<file path="src/logic/ebsc_pkg.sv">
// shared constants of the external bus state controller
package ebsc_pkg;
    // memory type codes of the area bus control fields
    localparam logic [2:0] TYPE_NORMAL = 3'h0;
    localparam logic [2:0] TYPE_MPX    = 3'h2;
    localparam logic [2:0] TYPE_SDRAM  = 3'h4;
    // bus width field codes
    localparam logic [1:0] BSZ_16 = 2'h2;
    localparam logic [1:0] BSZ_32 = 2'h3;
    // row and column width bases (field adds 0..2)
    localparam logic [4:0] ROW_BASE = 5'h0b;
    localparam logic [4:0] COL_BASE = 5'h08;
    localparam logic [4:0] AP_BASE  = 5'h0a;
    // highest muxed address pin; pins above pass straight
    localparam int ADDR_W   = 26;
    localparam int MUX_TOP  = 17;
    // area numbers, also chip select indices
    localparam logic [1:0] AREA0  = 2'h0;
    localparam logic [1:0] AREA2  = 2'h1;
    localparam logic [1:0] AREA3  = 2'h2;
    localparam logic [1:0] AREA5B = 2'h3;
    // dram command codes on dcmd_code
    localparam logic [3:0] CMD_NOP   = 4'h0;
    localparam logic [3:0] CMD_REF   = 4'h1;
    localparam logic [3:0] CMD_SELF  = 4'h2;
    localparam logic [3:0] CMD_PALL  = 4'h3;
    localparam logic [3:0] CMD_PRE   = 4'h4;
    localparam logic [3:0] CMD_ACTV  = 4'h5;
    localparam logic [3:0] CMD_READ  = 4'h6;
    localparam logic [3:0] CMD_READA = 4'h7;
    localparam logic [3:0] CMD_WRIT  = 4'h8;
    localparam logic [3:0] CMD_WRITA = 4'h9;
    localparam logic [3:0] CMD_MRS   = 4'ha;
    // read data latency after a read command, in cycles
    localparam int CAS_LAT_DEF = 2;
endpackage : ebsc_pkg

</file>
<file path="src/logic/ebsc_addr_mux.sv">
// row and column address multiplexer for the dram areas
`timescale 1ns/100ps
module ebsc_addr_mux import ebsc_pkg::*; (
    // access address and geometry
    input  wire logic [ADDR_W-1:0] addr,
    input  wire logic [1:0]        bus_width_field,
    input  wire logic [1:0]        row_width_field,
    input  wire logic [1:0]        col_width_field,
    input  wire logic              auto_pre,
    // multiplexed pin values
    output logic      [ADDR_W-1:0] row_addr,
    output logic      [ADDR_W-1:0] col_addr
);
    // pin k carries bit k+columns in the row phase; bank pins sit just
    // above the row bits, precharge flag on dram line 10
    always_comb begin
        logic [4:0]        sh;
        logic [4:0]        ncol;
        logic [4:0]        bank;
        logic [4:0]        ap;
        logic [ADDR_W-1:0] shifted;
        sh      = (bus_width_field == BSZ_16) ? 5'h01 : 5'h02;
        ncol    = COL_BASE + {3'h0, col_width_field};
        bank    = ROW_BASE + {3'h0, row_width_field} + sh;
        ap      = AP_BASE + sh;
        shifted = addr >> ncol;
        row_addr = {addr[ADDR_W-1:MUX_TOP+1], shifted[MUX_TOP:0]};
        col_addr = addr;
        col_addr[bank]        = shifted[bank];
        col_addr[bank+5'h01]  = shifted[bank+5'h01];
        col_addr[ap]          = auto_pre;
    end
endmodule : ebsc_addr_mux

</file>
<file path="src/logic/ebsc_ctrl.sv">
// external bus state controller: normal, multiplexed and dram areas
// Function
// - setup field adds cycles between chip select and read/write strobes
// - hold field keeps chip select after strobes are released
// - added cycles keep strobes idle, chip select and address driven
// - write data stays driven through the trailing hold cycles
// - multiplexed mode only for type 010 on area 5b
// - multiplexed access: two address cycles then a normal data phase
// - shared bus floats first address cycle, carries address after
// - extra-cycle bit lengthens the address phase to three cycles
// - direction line with chip select: high read, low write
// - dram interface only for type 100 on areas 2 or 3
// - 11-13 row, 8-10 column bits, four banks, line 10 precharge
// - two dram areas share strobes, differ only by chip select
// - dram area data width is 32 or 16 bits
// - burst length one for reads and writes
// - dram commands encoded on row, column, direction and address
// - four byte lane masks select the bytes of a dram access
// - address pins 25 to 18 always carry the raw address
// - 16-bit dram: dram line 0 wired to address pin 1
// - 32-bit dram: dram line 0 wired to address pin 2
// - row pin k gets bit k+columns; column keeps bank, precharge pin
// - zero-wait normal access takes two cycles, bus start first only
// - precharge flag driven as the column command needs
`timescale 1ns/100ps
module ebsc_ctrl import ebsc_pkg::*; #(
    parameter int CAS_LAT = CAS_LAT_DEF
) (
    // clock and reset
    input  wire logic              clk,
    input  wire logic              rstn,
    // configuration
    input  wire logic              setup_count_hi,
    input  wire logic              setup_count_lo,
    input  wire logic              hold_count_hi,
    input  wire logic              hold_count_lo,
    input  wire logic              ext_wait_mask,
    input  wire logic [2:0]        area2_type_code,
    input  wire logic [2:0]        area3_type_code,
    input  wire logic [2:0]        area5b_type_code,
    input  wire logic              muxed_addr_extra_cycle,
    input  wire logic [1:0]        bus_width_field,
    input  wire logic [1:0]        row_width_field,
    input  wire logic [1:0]        col_width_field,
    input  wire logic              auto_precharge,
    // access request
    input  wire logic              req_valid,
    input  wire logic              req_write,
    input  wire logic [1:0]        req_area,
    input  wire logic [ADDR_W-1:0] req_addr,
    input  wire logic [31:0]       req_wdata,
    input  wire logic [3:0]        req_be,
    // dram control command request
    input  wire logic              dcmd_valid,
    input  wire logic [3:0]        dcmd_code,
    input  wire logic [1:0]        dcmd_area,
    input  wire logic [ADDR_W-1:0] dcmd_addr,
    // answer
    output logic                   req_ready,
    output logic                   req_done,
    output logic [31:0]            rd_data,
    // external bus pins
    input  wire logic              wait_n,
    input  wire logic [31:0]       data_in,
    output logic [31:0]            data_out,
    output logic                   data_oe_n,
    output logic [ADDR_W-1:0]      addr_out,
    output logic [3:0]             area_chip_select_n,
    output logic                   bus_start_n,
    output logic                   rd_n,
    output logic                   rd_wr,
    output logic                   addr_latch_strobe_n,
    output logic                   lane_mask_3_n,
    output logic                   lane_mask_2_n,
    output logic                   lane_mask_1_n,
    output logic                   lane_mask_0_n,
    output logic                   row_strobe_upper_n,
    output logic                   row_strobe_lower_n,
    output logic                   col_strobe_upper_n,
    output logic                   col_strobe_lower_n,
    output logic                   dram_clk_en
);
    if (CAS_LAT < 1 || CAS_LAT > 4) begin : g_chk
        $error("CAS_LAT must be 1 to 4");
    end

    typedef enum logic [3:0] {
        S_IDLE, S_AF, S_AD1, S_AD2, S_LEAD, S_T1, S_T2, S_TRAIL,
        S_ACT, S_GAP, S_CMD, S_CAS
    } ebsc_state_t;

    typedef enum logic [1:0] {M_NORM, M_MPX, M_SDR, M_CTL} ebsc_mode_t;

    typedef struct packed {
        ebsc_state_t       st;
        ebsc_mode_t        mode;
        logic [1:0]        cnt;
        logic [1:0]        area;
        logic              wr;
        logic [ADDR_W-1:0] addr;
        logic [31:0]       wdata;
        logic [3:0]        be;
        logic [3:0]        dcode;
        logic [3:0]        cs_n;
        logic [ADDR_W-1:0] addr_o;
        logic [31:0]       dq_o;
        logic              dq_oe_n;
        logic              rd_n;
        logic [3:0]        we_n;
        logic              ah_n;
        logic              bs_n;
        logic              rd_wr;
        logic              ras_n;
        logic              cas_n;
        logic              cke;
        logic [31:0]       rdata;
        logic              done;
        logic              ready;
    } ebsc_regs_t;

    ebsc_regs_t r_r;
    ebsc_regs_t r_nxt;

    logic [1:0]        setup_n;
    logic [1:0]        hold_n;
    logic [ADDR_W-1:0] row_addr;
    logic [ADDR_W-1:0] col_addr;
    logic              cmd_ap;

    assign setup_n = {setup_count_hi, setup_count_lo};
    assign hold_n  = {hold_count_hi, hold_count_lo};
    assign cmd_ap  = (r_r.dcode == CMD_READA) || (r_r.dcode == CMD_WRITA);

    // one-hot low chip select for an area
    function automatic logic [3:0] cs_of(input logic [1:0] area);
        cs_of = ~(4'h1 << area);
    endfunction : cs_of

    // row strobe, column strobe, direction for a dram command
    function automatic logic [2:0] cmd_pins(input logic [3:0] code);
        case (code)
            CMD_REF, CMD_SELF:   cmd_pins = 3'h1;
            CMD_PALL, CMD_PRE:   cmd_pins = 3'h2;
            CMD_ACTV:            cmd_pins = 3'h3;
            CMD_READ, CMD_READA: cmd_pins = 3'h5;
            CMD_WRIT, CMD_WRITA: cmd_pins = 3'h4;
            CMD_MRS:             cmd_pins = 3'h0;
            default:             cmd_pins = 3'h7;
        endcase
    endfunction : cmd_pins

    ebsc_addr_mux u_mux (
        .addr            (r_r.st == S_IDLE ? req_addr : r_r.addr),
        .bus_width_field (bus_width_field),
        .row_width_field (row_width_field),
        .col_width_field (col_width_field),
        .auto_pre        (cmd_ap),
        .row_addr        (row_addr),
        .col_addr        (col_addr)
    );

    // next state and next pin values
    always_comb begin
        ebsc_state_t data_st;
        logic [2:0]  pins;
        data_st = (setup_n != 2'h0) ? S_LEAD : S_T1;
        pins    = 3'h7;
        r_nxt       = r_r;
        r_nxt.done  = 1'b0;
        // sequencing
        case (r_r.st)
            S_IDLE: begin
                if (dcmd_valid) begin
                    r_nxt.mode  = M_CTL;
                    r_nxt.area  = dcmd_area;
                    r_nxt.dcode = dcmd_code;
                    r_nxt.addr  = dcmd_addr;
                    r_nxt.st    = S_CMD;
                end else if (req_valid) begin
                    r_nxt.area  = req_area;
                    r_nxt.wr    = req_write;
                    r_nxt.addr  = req_addr;
                    r_nxt.wdata = req_wdata;
                    r_nxt.be    = req_be;
                    r_nxt.cnt   = setup_n - 2'h1;
                    if (req_area == AREA5B &&
                        area5b_type_code == TYPE_MPX) begin
                        r_nxt.mode = M_MPX;
                        r_nxt.st   = S_AF;
                    end else if ((req_area == AREA2 &&
                                  area2_type_code == TYPE_SDRAM) ||
                                 (req_area == AREA3 &&
                                  area3_type_code == TYPE_SDRAM)) begin
                        r_nxt.mode = M_SDR;
                        r_nxt.st   = S_ACT;
                        if (req_write) begin
                            r_nxt.dcode = auto_precharge ? CMD_WRITA
                                                         : CMD_WRIT;
                        end else begin
                            r_nxt.dcode = auto_precharge ? CMD_READA
                                                         : CMD_READ;
                        end
                    end else begin
                        r_nxt.mode = M_NORM;
                        r_nxt.st   = data_st;
                    end
                end
            end
            S_AF:  r_nxt.st = S_AD1;
            S_AD1: r_nxt.st = muxed_addr_extra_cycle ? S_AD2 : data_st;
            S_AD2: r_nxt.st = data_st;
            S_LEAD: begin
                if (r_r.cnt == 2'h0) begin
                    r_nxt.st = S_T1;
                end else begin
                    r_nxt.cnt = r_r.cnt - 2'h1;
                end
            end
            S_T1: r_nxt.st = S_T2;
            S_T2: begin
                // external wait only honoured when not masked
                if (ext_wait_mask || wait_n) begin
                    r_nxt.done = 1'b1;
                    if (!r_r.wr) begin
                        r_nxt.rdata = data_in;
                    end
                    r_nxt.cnt = hold_n - 2'h1;
                    r_nxt.st  = (hold_n != 2'h0) ? S_TRAIL : S_IDLE;
                end
            end
            S_TRAIL: begin
                if (r_r.cnt == 2'h0) begin
                    r_nxt.st = S_IDLE;
                end else begin
                    r_nxt.cnt = r_r.cnt - 2'h1;
                end
            end
            S_ACT: r_nxt.st = S_GAP;
            S_GAP: r_nxt.st = S_CMD;
            S_CMD: begin
                // burst length one: a single beat per command
                if (r_r.mode == M_SDR && !r_r.wr) begin
                    r_nxt.cnt = 2'(CAS_LAT - 1);
                    r_nxt.st  = S_CAS;
                end else begin
                    r_nxt.done = 1'b1;
                    r_nxt.st   = S_IDLE;
                end
            end
            S_CAS: begin
                if (r_r.cnt == 2'h0) begin
                    r_nxt.rdata = data_in;
                    r_nxt.done  = 1'b1;
                    r_nxt.st    = S_IDLE;
                end else begin
                    r_nxt.cnt = r_r.cnt - 2'h1;
                end
            end
            default: r_nxt.st = S_IDLE;
        endcase
        // pin values for the state being entered
        r_nxt.cs_n    = 4'hf;
        r_nxt.dq_oe_n = 1'b1;
        r_nxt.rd_n    = 1'b1;
        r_nxt.we_n    = 4'hf;
        r_nxt.ah_n    = 1'b1;
        r_nxt.bs_n    = 1'b1;
        r_nxt.rd_wr   = 1'b1;
        r_nxt.ras_n   = 1'b1;
        r_nxt.cas_n   = 1'b1;
        r_nxt.ready   = (r_nxt.st == S_IDLE);
        case (r_nxt.st)
            S_AF: begin
                r_nxt.cs_n   = cs_of(r_nxt.area);
                r_nxt.rd_wr  = !r_nxt.wr;
                r_nxt.ah_n   = 1'b0;
                r_nxt.addr_o = r_nxt.addr;
            end
            S_AD1, S_AD2: begin
                r_nxt.cs_n    = cs_of(r_nxt.area);
                r_nxt.rd_wr   = !r_nxt.wr;
                r_nxt.ah_n    = 1'b0;
                r_nxt.dq_o    = {6'h00, r_nxt.addr};
                r_nxt.dq_oe_n = 1'b0;
            end
            S_LEAD, S_TRAIL: begin
                // strobes idle, everything else as in the access
                r_nxt.cs_n    = cs_of(r_nxt.area);
                r_nxt.rd_wr   = !r_nxt.wr;
                r_nxt.addr_o  = r_nxt.addr;
                r_nxt.dq_o    = r_nxt.wdata;
                r_nxt.dq_oe_n = !r_nxt.wr;
            end
            S_T1, S_T2: begin
                r_nxt.bs_n    = (r_nxt.st != S_T1);
                r_nxt.cs_n    = cs_of(r_nxt.area);
                r_nxt.rd_wr   = !r_nxt.wr;
                r_nxt.addr_o  = r_nxt.addr;
                r_nxt.rd_n    = r_nxt.wr;
                r_nxt.we_n    = r_nxt.wr ? ~r_nxt.be : 4'hf;
                r_nxt.dq_o    = r_nxt.wdata;
                r_nxt.dq_oe_n = !r_nxt.wr;
            end
            S_ACT: begin
                r_nxt.cs_n   = cs_of(r_nxt.area);
                r_nxt.ras_n  = 1'b0;
                r_nxt.addr_o = row_addr;
                r_nxt.cke    = 1'b1;
            end
            S_GAP: begin
                r_nxt.cs_n = cs_of(r_nxt.area);
            end
            S_CMD: begin
                pins          = cmd_pins(r_nxt.dcode);
                r_nxt.cs_n    = cs_of(r_nxt.area);
                r_nxt.ras_n   = pins[2];
                r_nxt.cas_n   = pins[1];
                r_nxt.rd_wr   = pins[0];
                r_nxt.cke     = (r_nxt.dcode != CMD_SELF);
                if (r_nxt.mode == M_SDR) begin
                    r_nxt.addr_o  = col_addr;
                    r_nxt.we_n    = ~r_nxt.be;
                    r_nxt.dq_o    = r_nxt.wdata;
                    r_nxt.dq_oe_n = !r_nxt.wr;
                end else begin
                    r_nxt.addr_o = r_nxt.addr;
                end
            end
            S_CAS: begin
                r_nxt.we_n = ~r_nxt.be;
            end
            default: ;
        endcase
    end

    // one register holds all state
    always_ff @(posedge clk or negedge rstn) begin
        if (!rstn) begin
            r_r         <= '0;
            r_r.st      <= S_IDLE;
            r_r.mode    <= M_NORM;
            r_r.cs_n    <= 4'hf;
            r_r.dq_oe_n <= 1'b1;
            r_r.rd_n    <= 1'b1;
            r_r.we_n    <= 4'hf;
            r_r.ah_n    <= 1'b1;
            r_r.bs_n    <= 1'b1;
            r_r.rd_wr   <= 1'b1;
            r_r.ras_n   <= 1'b1;
            r_r.cas_n   <= 1'b1;
            r_r.cke     <= 1'b1;
            r_r.ready   <= 1'b1;
        end else begin
            r_r <= r_nxt;
        end
    end

    // outputs straight from the state register
    assign req_ready           = r_r.ready;
    assign req_done            = r_r.done;
    assign rd_data             = r_r.rdata;
    assign data_out            = r_r.dq_o;
    assign data_oe_n           = r_r.dq_oe_n;
    assign addr_out            = r_r.addr_o;
    assign area_chip_select_n  = r_r.cs_n;
    assign bus_start_n         = r_r.bs_n;
    assign rd_n                = r_r.rd_n;
    assign rd_wr               = r_r.rd_wr;
    assign addr_latch_strobe_n = r_r.ah_n;
    assign lane_mask_3_n       = r_r.we_n[3];
    assign lane_mask_2_n       = r_r.we_n[2];
    assign lane_mask_1_n       = r_r.we_n[1];
    assign lane_mask_0_n       = r_r.we_n[0];
    assign row_strobe_upper_n  = r_r.ras_n;
    assign row_strobe_lower_n  = r_r.ras_n;
    assign col_strobe_upper_n  = r_r.cas_n;
    assign col_strobe_lower_n  = r_r.cas_n;
    assign dram_clk_en         = r_r.cke;
endmodule : ebsc_ctrl

</file>
<file path="config.mk">
export PLATFORM = sky130hd
export DESIGN_NAME = ebsc_ctrl
export DESIGN_NICKNAME = d
export VERILOG_FILES = /design/src/logic/ebsc_pkg.sv /design/src/logic/ebsc_addr_mux.sv /design/src/logic/ebsc_ctrl.sv
export SDC_FILE = /design/constraint.sdc
export NUM_CORES = 1
export LEC_CHECK = 0
export BUFFER_PORTS_ARGS = -buffer_cell sky130_fd_sc_hd__buf_2
export CORE_MARGIN = 2
export CORE_UTILIZATION = 45
export CTS_BUF_LIST = sky130_fd_sc_hd__clkbuf_4 sky130_fd_sc_hd__clkbuf_8 sky130_fd_sc_hd__clkbuf_16
export DETAILED_ROUTE_END_ITERATION = 10
export PLACE_DENSITY_LB_ADDON = 0.25
export SYNTH_ARGS = -nofsm -noshare
export SYNTH_HDL_FRONTEND = slang
export SYNTH_SLANG_ARGS = --single-unit
export TNS_END_PERCENT = 50
</file>
<file path="constraint.sdc">
create_clock -name clk -period 3.1 [get_ports clk]
set_input_delay 0.31 -clock clk [delete_from_list [all_inputs] [get_ports clk]]
set_output_delay 0.31 -clock clk [all_outputs]
set_load 0.02 [all_outputs]
</file>
Word level (Yosys, flattened, before mapping):

Memories as Yosys holds them, arrays and structs flattened.
Index checks and enable logic that the tools add are counted.

* div/mod/pow operators: 0
* bitwise gates (word level): 2
* muxes and demuxes: 65
* $mul: 0
* add/subtract/negate cells: 8
* reductions and logical operators: 34
* shift operators: 2
* equality and inequality tests: 43
* order comparisons: 6

Operator list (count)
* 2-to-1 mux 33 bit: 3
* one-hot mux 33 bit (3 select lines): 1
* bitwise mux 26 bit: 3
* 2-to-1 mux 26 bit: 3
* one-hot mux 26 bit (3 select lines): 1
* 2-to-1 mux 77 bit: 1
* 2-to-1 mux 69 bit: 1
* one-hot mux 32 bit (2 select lines): 1
* 2-to-1 mux 4 bit: 11
* one-hot mux 4 bit (11 select lines): 1
* equality test 4 x 3 -> 1 bit (second input constant): 9
* equality test 4 bit (second input constant): 9
* 2-to-1 mux 36 bit: 1
* 2-to-1 mux 32 bit: 1
* >> shifter 26 x 5 -> 26 bit: 1
* less-than comparator 5 x 6 -> 1 bit (second input constant): 3
* 2-to-1 mux 6 bit: 3
* equality test 4 x 2 -> 1 bit (second input constant): 4
* inequality test 2 bit (second input constant): 8
* demux 1 bit (select 5 bit): 3
* >= comparator 5 x 1 -> 1 bit (second input constant): 3
* 2-to-1 mux 1 bit: 14
* 2-to-1 mux 2 bit: 7
* one-hot mux 4 bit (3 select lines): 1
* other kinds (36): 67

* latch bits: 0
* memory bits (writable): 0
* output and inout bits: 110
* flip-flop bits (word level): 185
* word-level logic and storage cells: 185
* memories kept: 1
* ROM bits: 48

Memories
* (name not given): words 16, width 3, read ports 1, clocked after Yosys merged registers in 0, write ports 0, RTL line ebsc_ctrl.sv:141 `case (code)`

Longest topological paths before layout:

* depth in word-level cells: 12
* depth in mapped cells: 16
* mapped depth without buffers: 15

By module:

Synthesis repeated with hierarchy kept, for this count alone.

* cells, all modules: 1353
* area, all modules: 11673.7 µm²

Modules (own cells, without submodules)
* ebsc_ctrl: instances 1, area an instance 9773.1 µm², cells an instance 1097
* ebsc_addr_mux: instances 1, area an instance 1900.6 µm², cells an instance 256

Least setup slack after synthesis:

OpenSTA, ideal clock, no wires.

* kind: input port to flip-flop
* from: in bus_width_field[1]
* to: reg r_r, in the netlist addr_out[12]
* stages: 14
* slack: -1.090 ns
* required time: 2.974 ns
* buffers on the path: 2
* arrival: 4.064 ns
* cell sequence: nor2b_1 -> inv_1 -> ha_1 -> clkbuf_1 -> clkinv_1 -> ha_1 -> fa_1 -> clkbuf_1 -> nor3b_1 -> nand2_1 -> nor2_1 -> a31o_2 -> a2111oi_2 -> o32a_1

* longest elaborated chain between the ends: 12

RTL lines
* start, declared: RTL line ebsc_ctrl.sv:42 `input wire logic [1:0] bus_width_field,`
* equality test 2 bit (*): RTL line ebsc_addr_mux.sv:22 `sh = (bus_width_field == BSZ_16) ? 5'h01 : 5'h02;`
* 2-to-1 mux 2 bit (*): RTL line ebsc_addr_mux.sv:22
* adder 5 bit: RTL line ebsc_addr_mux.sv:24 `bank = ROW_BASE + {3'h0, row_width_field} + sh;`
* adder 5 x 1 -> 5 bit (tied with other cells): RTL line ebsc_addr_mux.sv:30 `col_addr[bank+5'h01] = shifted[bank+5'h01];`
* less-than comparator 5 x 6 -> 1 bit (implied by the code) (tied with other cells): RTL line ebsc_addr_mux.sv:30
* logical AND 1 bit (implied by the code) or 2-to-1 mux 1 bit (tied branches): RTL line ebsc_addr_mux.sv:30, ebsc_addr_mux.sv:29
* 2-to-1 mux 1 bit (implied by the code) or demux 1 bit (select 5 bit) (tied branches)
* demux 1 bit (select 5 bit) or bitwise mux 26 bit (tied branches)
* bitwise mux 26 bit: RTL line ebsc_addr_mux.sv:30
* bitwise mux 26 bit (*): RTL line ebsc_addr_mux.sv:31 `col_addr[ap] = auto_pre;`
* 2-to-1 mux 26 bit (*): RTL line ebsc_ctrl.sv:320 `if (r_nxt.mode == M_SDR) begin`
* one-hot mux 26 bit (3 select lines) (*): RTL line ebsc_ctrl.sv:272 `case (r_nxt.st)`
* end signal, assigned: RTL line ebsc_ctrl.sv:354 `r_r <= r_nxt;`
* end, declared: RTL line ebsc_ctrl.sv:121 `ebsc_regs_t r_r;`

Mark *: on every way between the ends. The rest lies on a longest branch, timed or not. The select of a mux whose other input is x is not followed.
A chain may end at the register's enable or synchronous reset.

Worst setup path after layout:

* from: reg r_r[182] (netlist bit)
* to: reg r_r, in the netlist addr_out[12]

* longest elaborated chain between the ends: 10

RTL lines
* logical NOT 4 bit: RTL line ebsc_ctrl.sv:153, ebsc_ctrl.sv:171
* 2-to-1 mux 26 bit: RTL line ebsc_ctrl.sv:153 `.addr (r_r.st == S_IDLE ? req_addr : r_r.addr),`
* >> shifter 26 x 5 -> 26 bit: RTL line ebsc_addr_mux.sv:26 `shifted = addr >> ncol;`
* binary-select mux 1 bit (select 5 bit): RTL line ebsc_addr_mux.sv:29 `col_addr[bank] = shifted[bank];`
* 2-to-1 mux 1 bit (implied by the code): RTL line ebsc_addr_mux.sv:29
* bitwise mux 26 bit: RTL line ebsc_addr_mux.sv:29
* bitwise mux 26 bit: RTL line ebsc_addr_mux.sv:30
* bitwise mux 26 bit: RTL line ebsc_addr_mux.sv:31
* 2-to-1 mux 26 bit: RTL line ebsc_ctrl.sv:320
* one-hot mux 26 bit (3 select lines): RTL line ebsc_ctrl.sv:272

Parallel ways exist; a longest one is shown, timed or not. The select of a mux whose other input is x is not followed.

==> impl_metrics.csv <==
group,metric,value,unit
power,switching_share,44.8,%
worst_setup_path,cpPeakStageDelay,560,ps
synthesis,synth_area_leaders,"dfrtp_1 36%, mux2_2 7.7%, buf_4 6.3%",
worst_setup_path,path_class,"flip-flop to flip-flop",
final_layout,syn_to_final_growth,30.0,%
worst_setup_path,arrival,3530,ps
synthesis,synth-compound-area-share,20.9,%
outcome,violations,"negative setup slack",
detailed_routing,wl,38700,µm
worst_setup_path,startpoint_type,"flip-flop",
final_layout,layout-drive-gt1-share,46.1,%
synthesis,synth_seq_cells,185,
power,p_int,10.5,mW
power,seqPwrFrac,23.0,%
detailed_routing,wl_per_cell,21.4,µm
worst_setup_path,crit_fanout,8,
synthesis,syn_area,11500,µm²
synthesis,syn_nets,1334,
floorplan,core,25200,µm²
grt,grt_use_total,28.6,%
synthesis,yosysSeqAreaShare,40.3,%
worst_setup_path,crit_top_cell,"buf_6",
placement,dp_slack,-649,ps
worst_setup_path,required,3450,ps
worst_setup_path,crit_chain,"nor4_4 -> buf_6 -> buf_12 -> mux4_2 -> buf_6 -> or4_4 -> o311a_1 -> nand4_1 -> buf_4 -> a31o_4 -> a2111oi_4 -> o32a_1",
placement,place_congestion,0.982,
synthesis,synth_cell_types,83,
cts,htreeDepth,4,
final_layout,nets,1633,
detailed_routing,firstDrtPassIters,5,
grt,grt_pass1_wl,58600,µm
floorplan,die-area,26900,µm²
synthesis,synth_fa_ha_area_share,1.91,%
synthesis,synth_top_cell_by_area,"dfrtp_1",
worst_setup_path,critPathBufInv,4,
cts,cts_num_sinks,185,
power,clkPwrFrac,12.8,%
detailed_routing,viasPerCell,5.92,
synthesis,synth-simple-area-share,13.2,%
cts,path_clk_slew,90,ps
cts,cts_root_buf,"clkbuf_16",
power,peakVddDrop,0.000550,V
final_layout,instances_no_fill,1807,
worst_setup_path,cp_top_family,"simple AND/OR/NAND/NOR gates",
sta,setup_violations,4,
grt,grt_antenna_before_repair,5,
sta,timing.fmax,314,MHz
run,cap_violations,0,
floorplan,start_util,45.8,%
cts,cts_buffer_depth,2,
grt,grt_start_max_net_pins,79,
detailed_routing,drc,0,
detailed_routing,via_count,10700,
placement,io_buffers,265,
synthesis,netlist_instances,1161,
power,power,19.0,mW
sta,setup-tns-final,-199,ps
cts,numCtsBuffers,17,
floorplan,rows,58,
synthesis,postSynthAreaPerCell,9.93,µm²
synthesis,async_flop_share,100,%
synthesis,muxShareOfSynthArea,13.3,%
synthesis,synth_edf_count,0,
cts,worstSkewPairLatency,450,ps
power,switching_power,8.54,mW
sta,relSlewSlack,43.9,%
synthesis,synth.top_cell.area_share,36.5,%
cts,cts_tree,"built",
power,p_per_area,1270,nW/µm²
sta,fin_ws,-88.4,ps
sta,period_needed,3190,ps
synthesis,synth_xor_area_share,0.380,%
synthesis,synth_top_family_by_area,"compound AO/OA/AOI/OAI gates",
grt,grt_pass1_vias,10400,
synthesis,ys.flop_type,"dfrtp_1",
worst_setup_path,worst_setup_path_end_kind,"flip-flop",
final_layout,fillers,2175,
outcome,status,"complete, but fails checks",
min_path,hp-class,"primary input to flip-flop",
detailed_routing,drt_iter0_markers,1021,
sta,final.setup_skew,21.3,ps
sta,hold_viol_final,0,
worst_setup_path,slowest_stage,"mux4_2",
sta,fin_crit_sh,103,%
synthesis,yosys_warnings,0,
final_layout,fin_util,59.5,%
floorplan,io_pins,266,
floorplan,fp.dieH,164,µm
floorplan,die_x,164,µm
detailed_routing,final_antenna_net_count,0,
placement,dpl.cell_count,1746,
power,p_leak,6.75,nW
power,comb_power_share,64.2,%
sta,rsz0062_at_grt,"yes",
grt,grt_overflow,0,
placement,hpwl,29400,µm
sta,tightest_slew,833,ps
sta,slew_violations,0,
layout make-up:
type	instances	area, µm²	share of cell area [%]
Multi-Input combinational cell	777	6140	41.0
Sequential cell	185	4650	31.0
Timing Repair Buffer	458	3020	20.2
Clock buffer	17	425	2.84
Tap cell	330	413	2.75
Clock inverter	15	231	1.54
Inverter	21	93.8	0.626
Antenna cell	4	10.0	0.0668
final timing paths:
kind / startpoint / end / slack (ps) / cells past startpoint
min in group asynchronous: rstn / rd_data[16] / 440 / 2
worst max register to register: r_r[182] / addr_out[12] / -90 / 12
worst min-delay path: data_in[21] / rd_data[21] / 90 / 2
max in group asynchronous: rstn / r_r[171] / 1810 / 3
worst max-delay path: r_r[182] / addr_out[12] / -90 / 12
worst min register to register: addr_out[21] / addr_out[21] / 500 / 1
per-stage QoR:
stage                     cell area (µm²)  hold WS [ps]
final                               15000          86.2
after global routing                15000          75.7
after CTS                           14500          72.7
after detailed placement            13700           387
after global placement              13700           392
after floorplan                     11700          14.4
sequential cells by signal (all words and copies together) (netlist names):
| name | count |
|---|---|
| rd_data | 32 |
| area_chip_select_n | 4 |
| lane_mask_3_n | 1 |
| rd_wr | 1 |
| dram_clk_en | 1 |
| r_r | 77 |
| addr_out | 26 |
| data_oe_n | 1 |
| rd_n | 1 |
| lane_mask_1_n | 1 |
| lane_mask_2_n | 1 |
| data_out | 32 |
| col_strobe_lower_n | 1 |
| bus_start_n | 1 |
| row_strobe_lower_n | 1 |
| req_done | 1 |
| lane_mask_0_n | 1 |
| req_ready | 1 |
| addr_latch_strobe_n | 1 |
worst register-to-register path, cell delays in order (launching register included):
cell and delay, ps:
dfrtp_2 440, nor4_4 260, buf_6 180, buf_12 140
mux4_2 560, buf_6 140, or4_4 410, o311a_1 120
nand4_1 180, buf_4 150, a31o_4 140, a2111oi_4 40
o32a_1 350
power groups by stage:
| stage | Sequential, mW | Clock (mW) | Combinational, mW |
|---|---|---|---|
| 2_1_floorplan | 4.28 | 0 | 7.46 |
| 3_3_place_gp | 4.36 | 0 | 11.0 |
| 3_5_place_dp | 4.40 | 0 | 11.2 |
| 4_1_cts | 4.36 | 2.48 | 11.5 |
| 5_1_grt | 4.50 | 2.57 | 13.1 |
| 6_report | 4.38 | 2.43 | 12.2 |
cell families after synthesis:
group	after synthesis
AOI/OAI and AO/OA	328
and+or+nand+nor	303
buffers and inverters	199
DFF	185
muxes	124
adders and majority gates	17
xor gates and xnor gates	5
placed cells by master, fill, tap and decap left out, types with 16 or more instances in the layout:
cell,synthesis,layout
dfrtp_1,168,167
nor3_1,22,18
a22oi_1,21,20
nand2_1,91,89
o21a_1,30,30
mux2i_1,30,24
clkbuf_16,0,18
dfstp_2,17,17
buf_6,3,16
buf_4,97,166
a21oi_1,70,68
and3_1,19,18
buf_2,11,262
nor2_1,71,68
o21ai_0,38,29
a221o_1,31,31
o211ai_1,17,17
mux2_2,79,77
nand2b_1,19,17
cell usage after synthesis (18+ instances only):
master	instances
a21oi_1	70
a221o_1	31
a22oi_1	21
and3_1	19
buf_4	97
clkbuf_1	54
dfrtp_1	168
inv_1	18
mux2_2	79
mux2i_1	30
nand2_1	91
nand2b_1	19
nor2_1	71
nor3_1	22
o21a_1	30
o21ai_0	38
layer usage:
layer  vias to the layer above  part of all wire, %  track usage [%]
met4                         2                  3.4             11.8
met2                       535                   48             47.2
met1                      5249                   41             37.0
met3                        71                  7.8             5.45
met5                         -                0.028                0
li1                       4844                    -                -
timing repair:
item / in CTS / in global routing
resized for setup: 28 / 70
setup buffers: 9 / 15
hold buffers: 1 / 0
gates cloned: 1 / 1
pin swaps: 10 / 26
hold endpoints to repair: 70 / 0
setup endpoints to repair: 17 / 64
(Power assumes the default switching activity.)
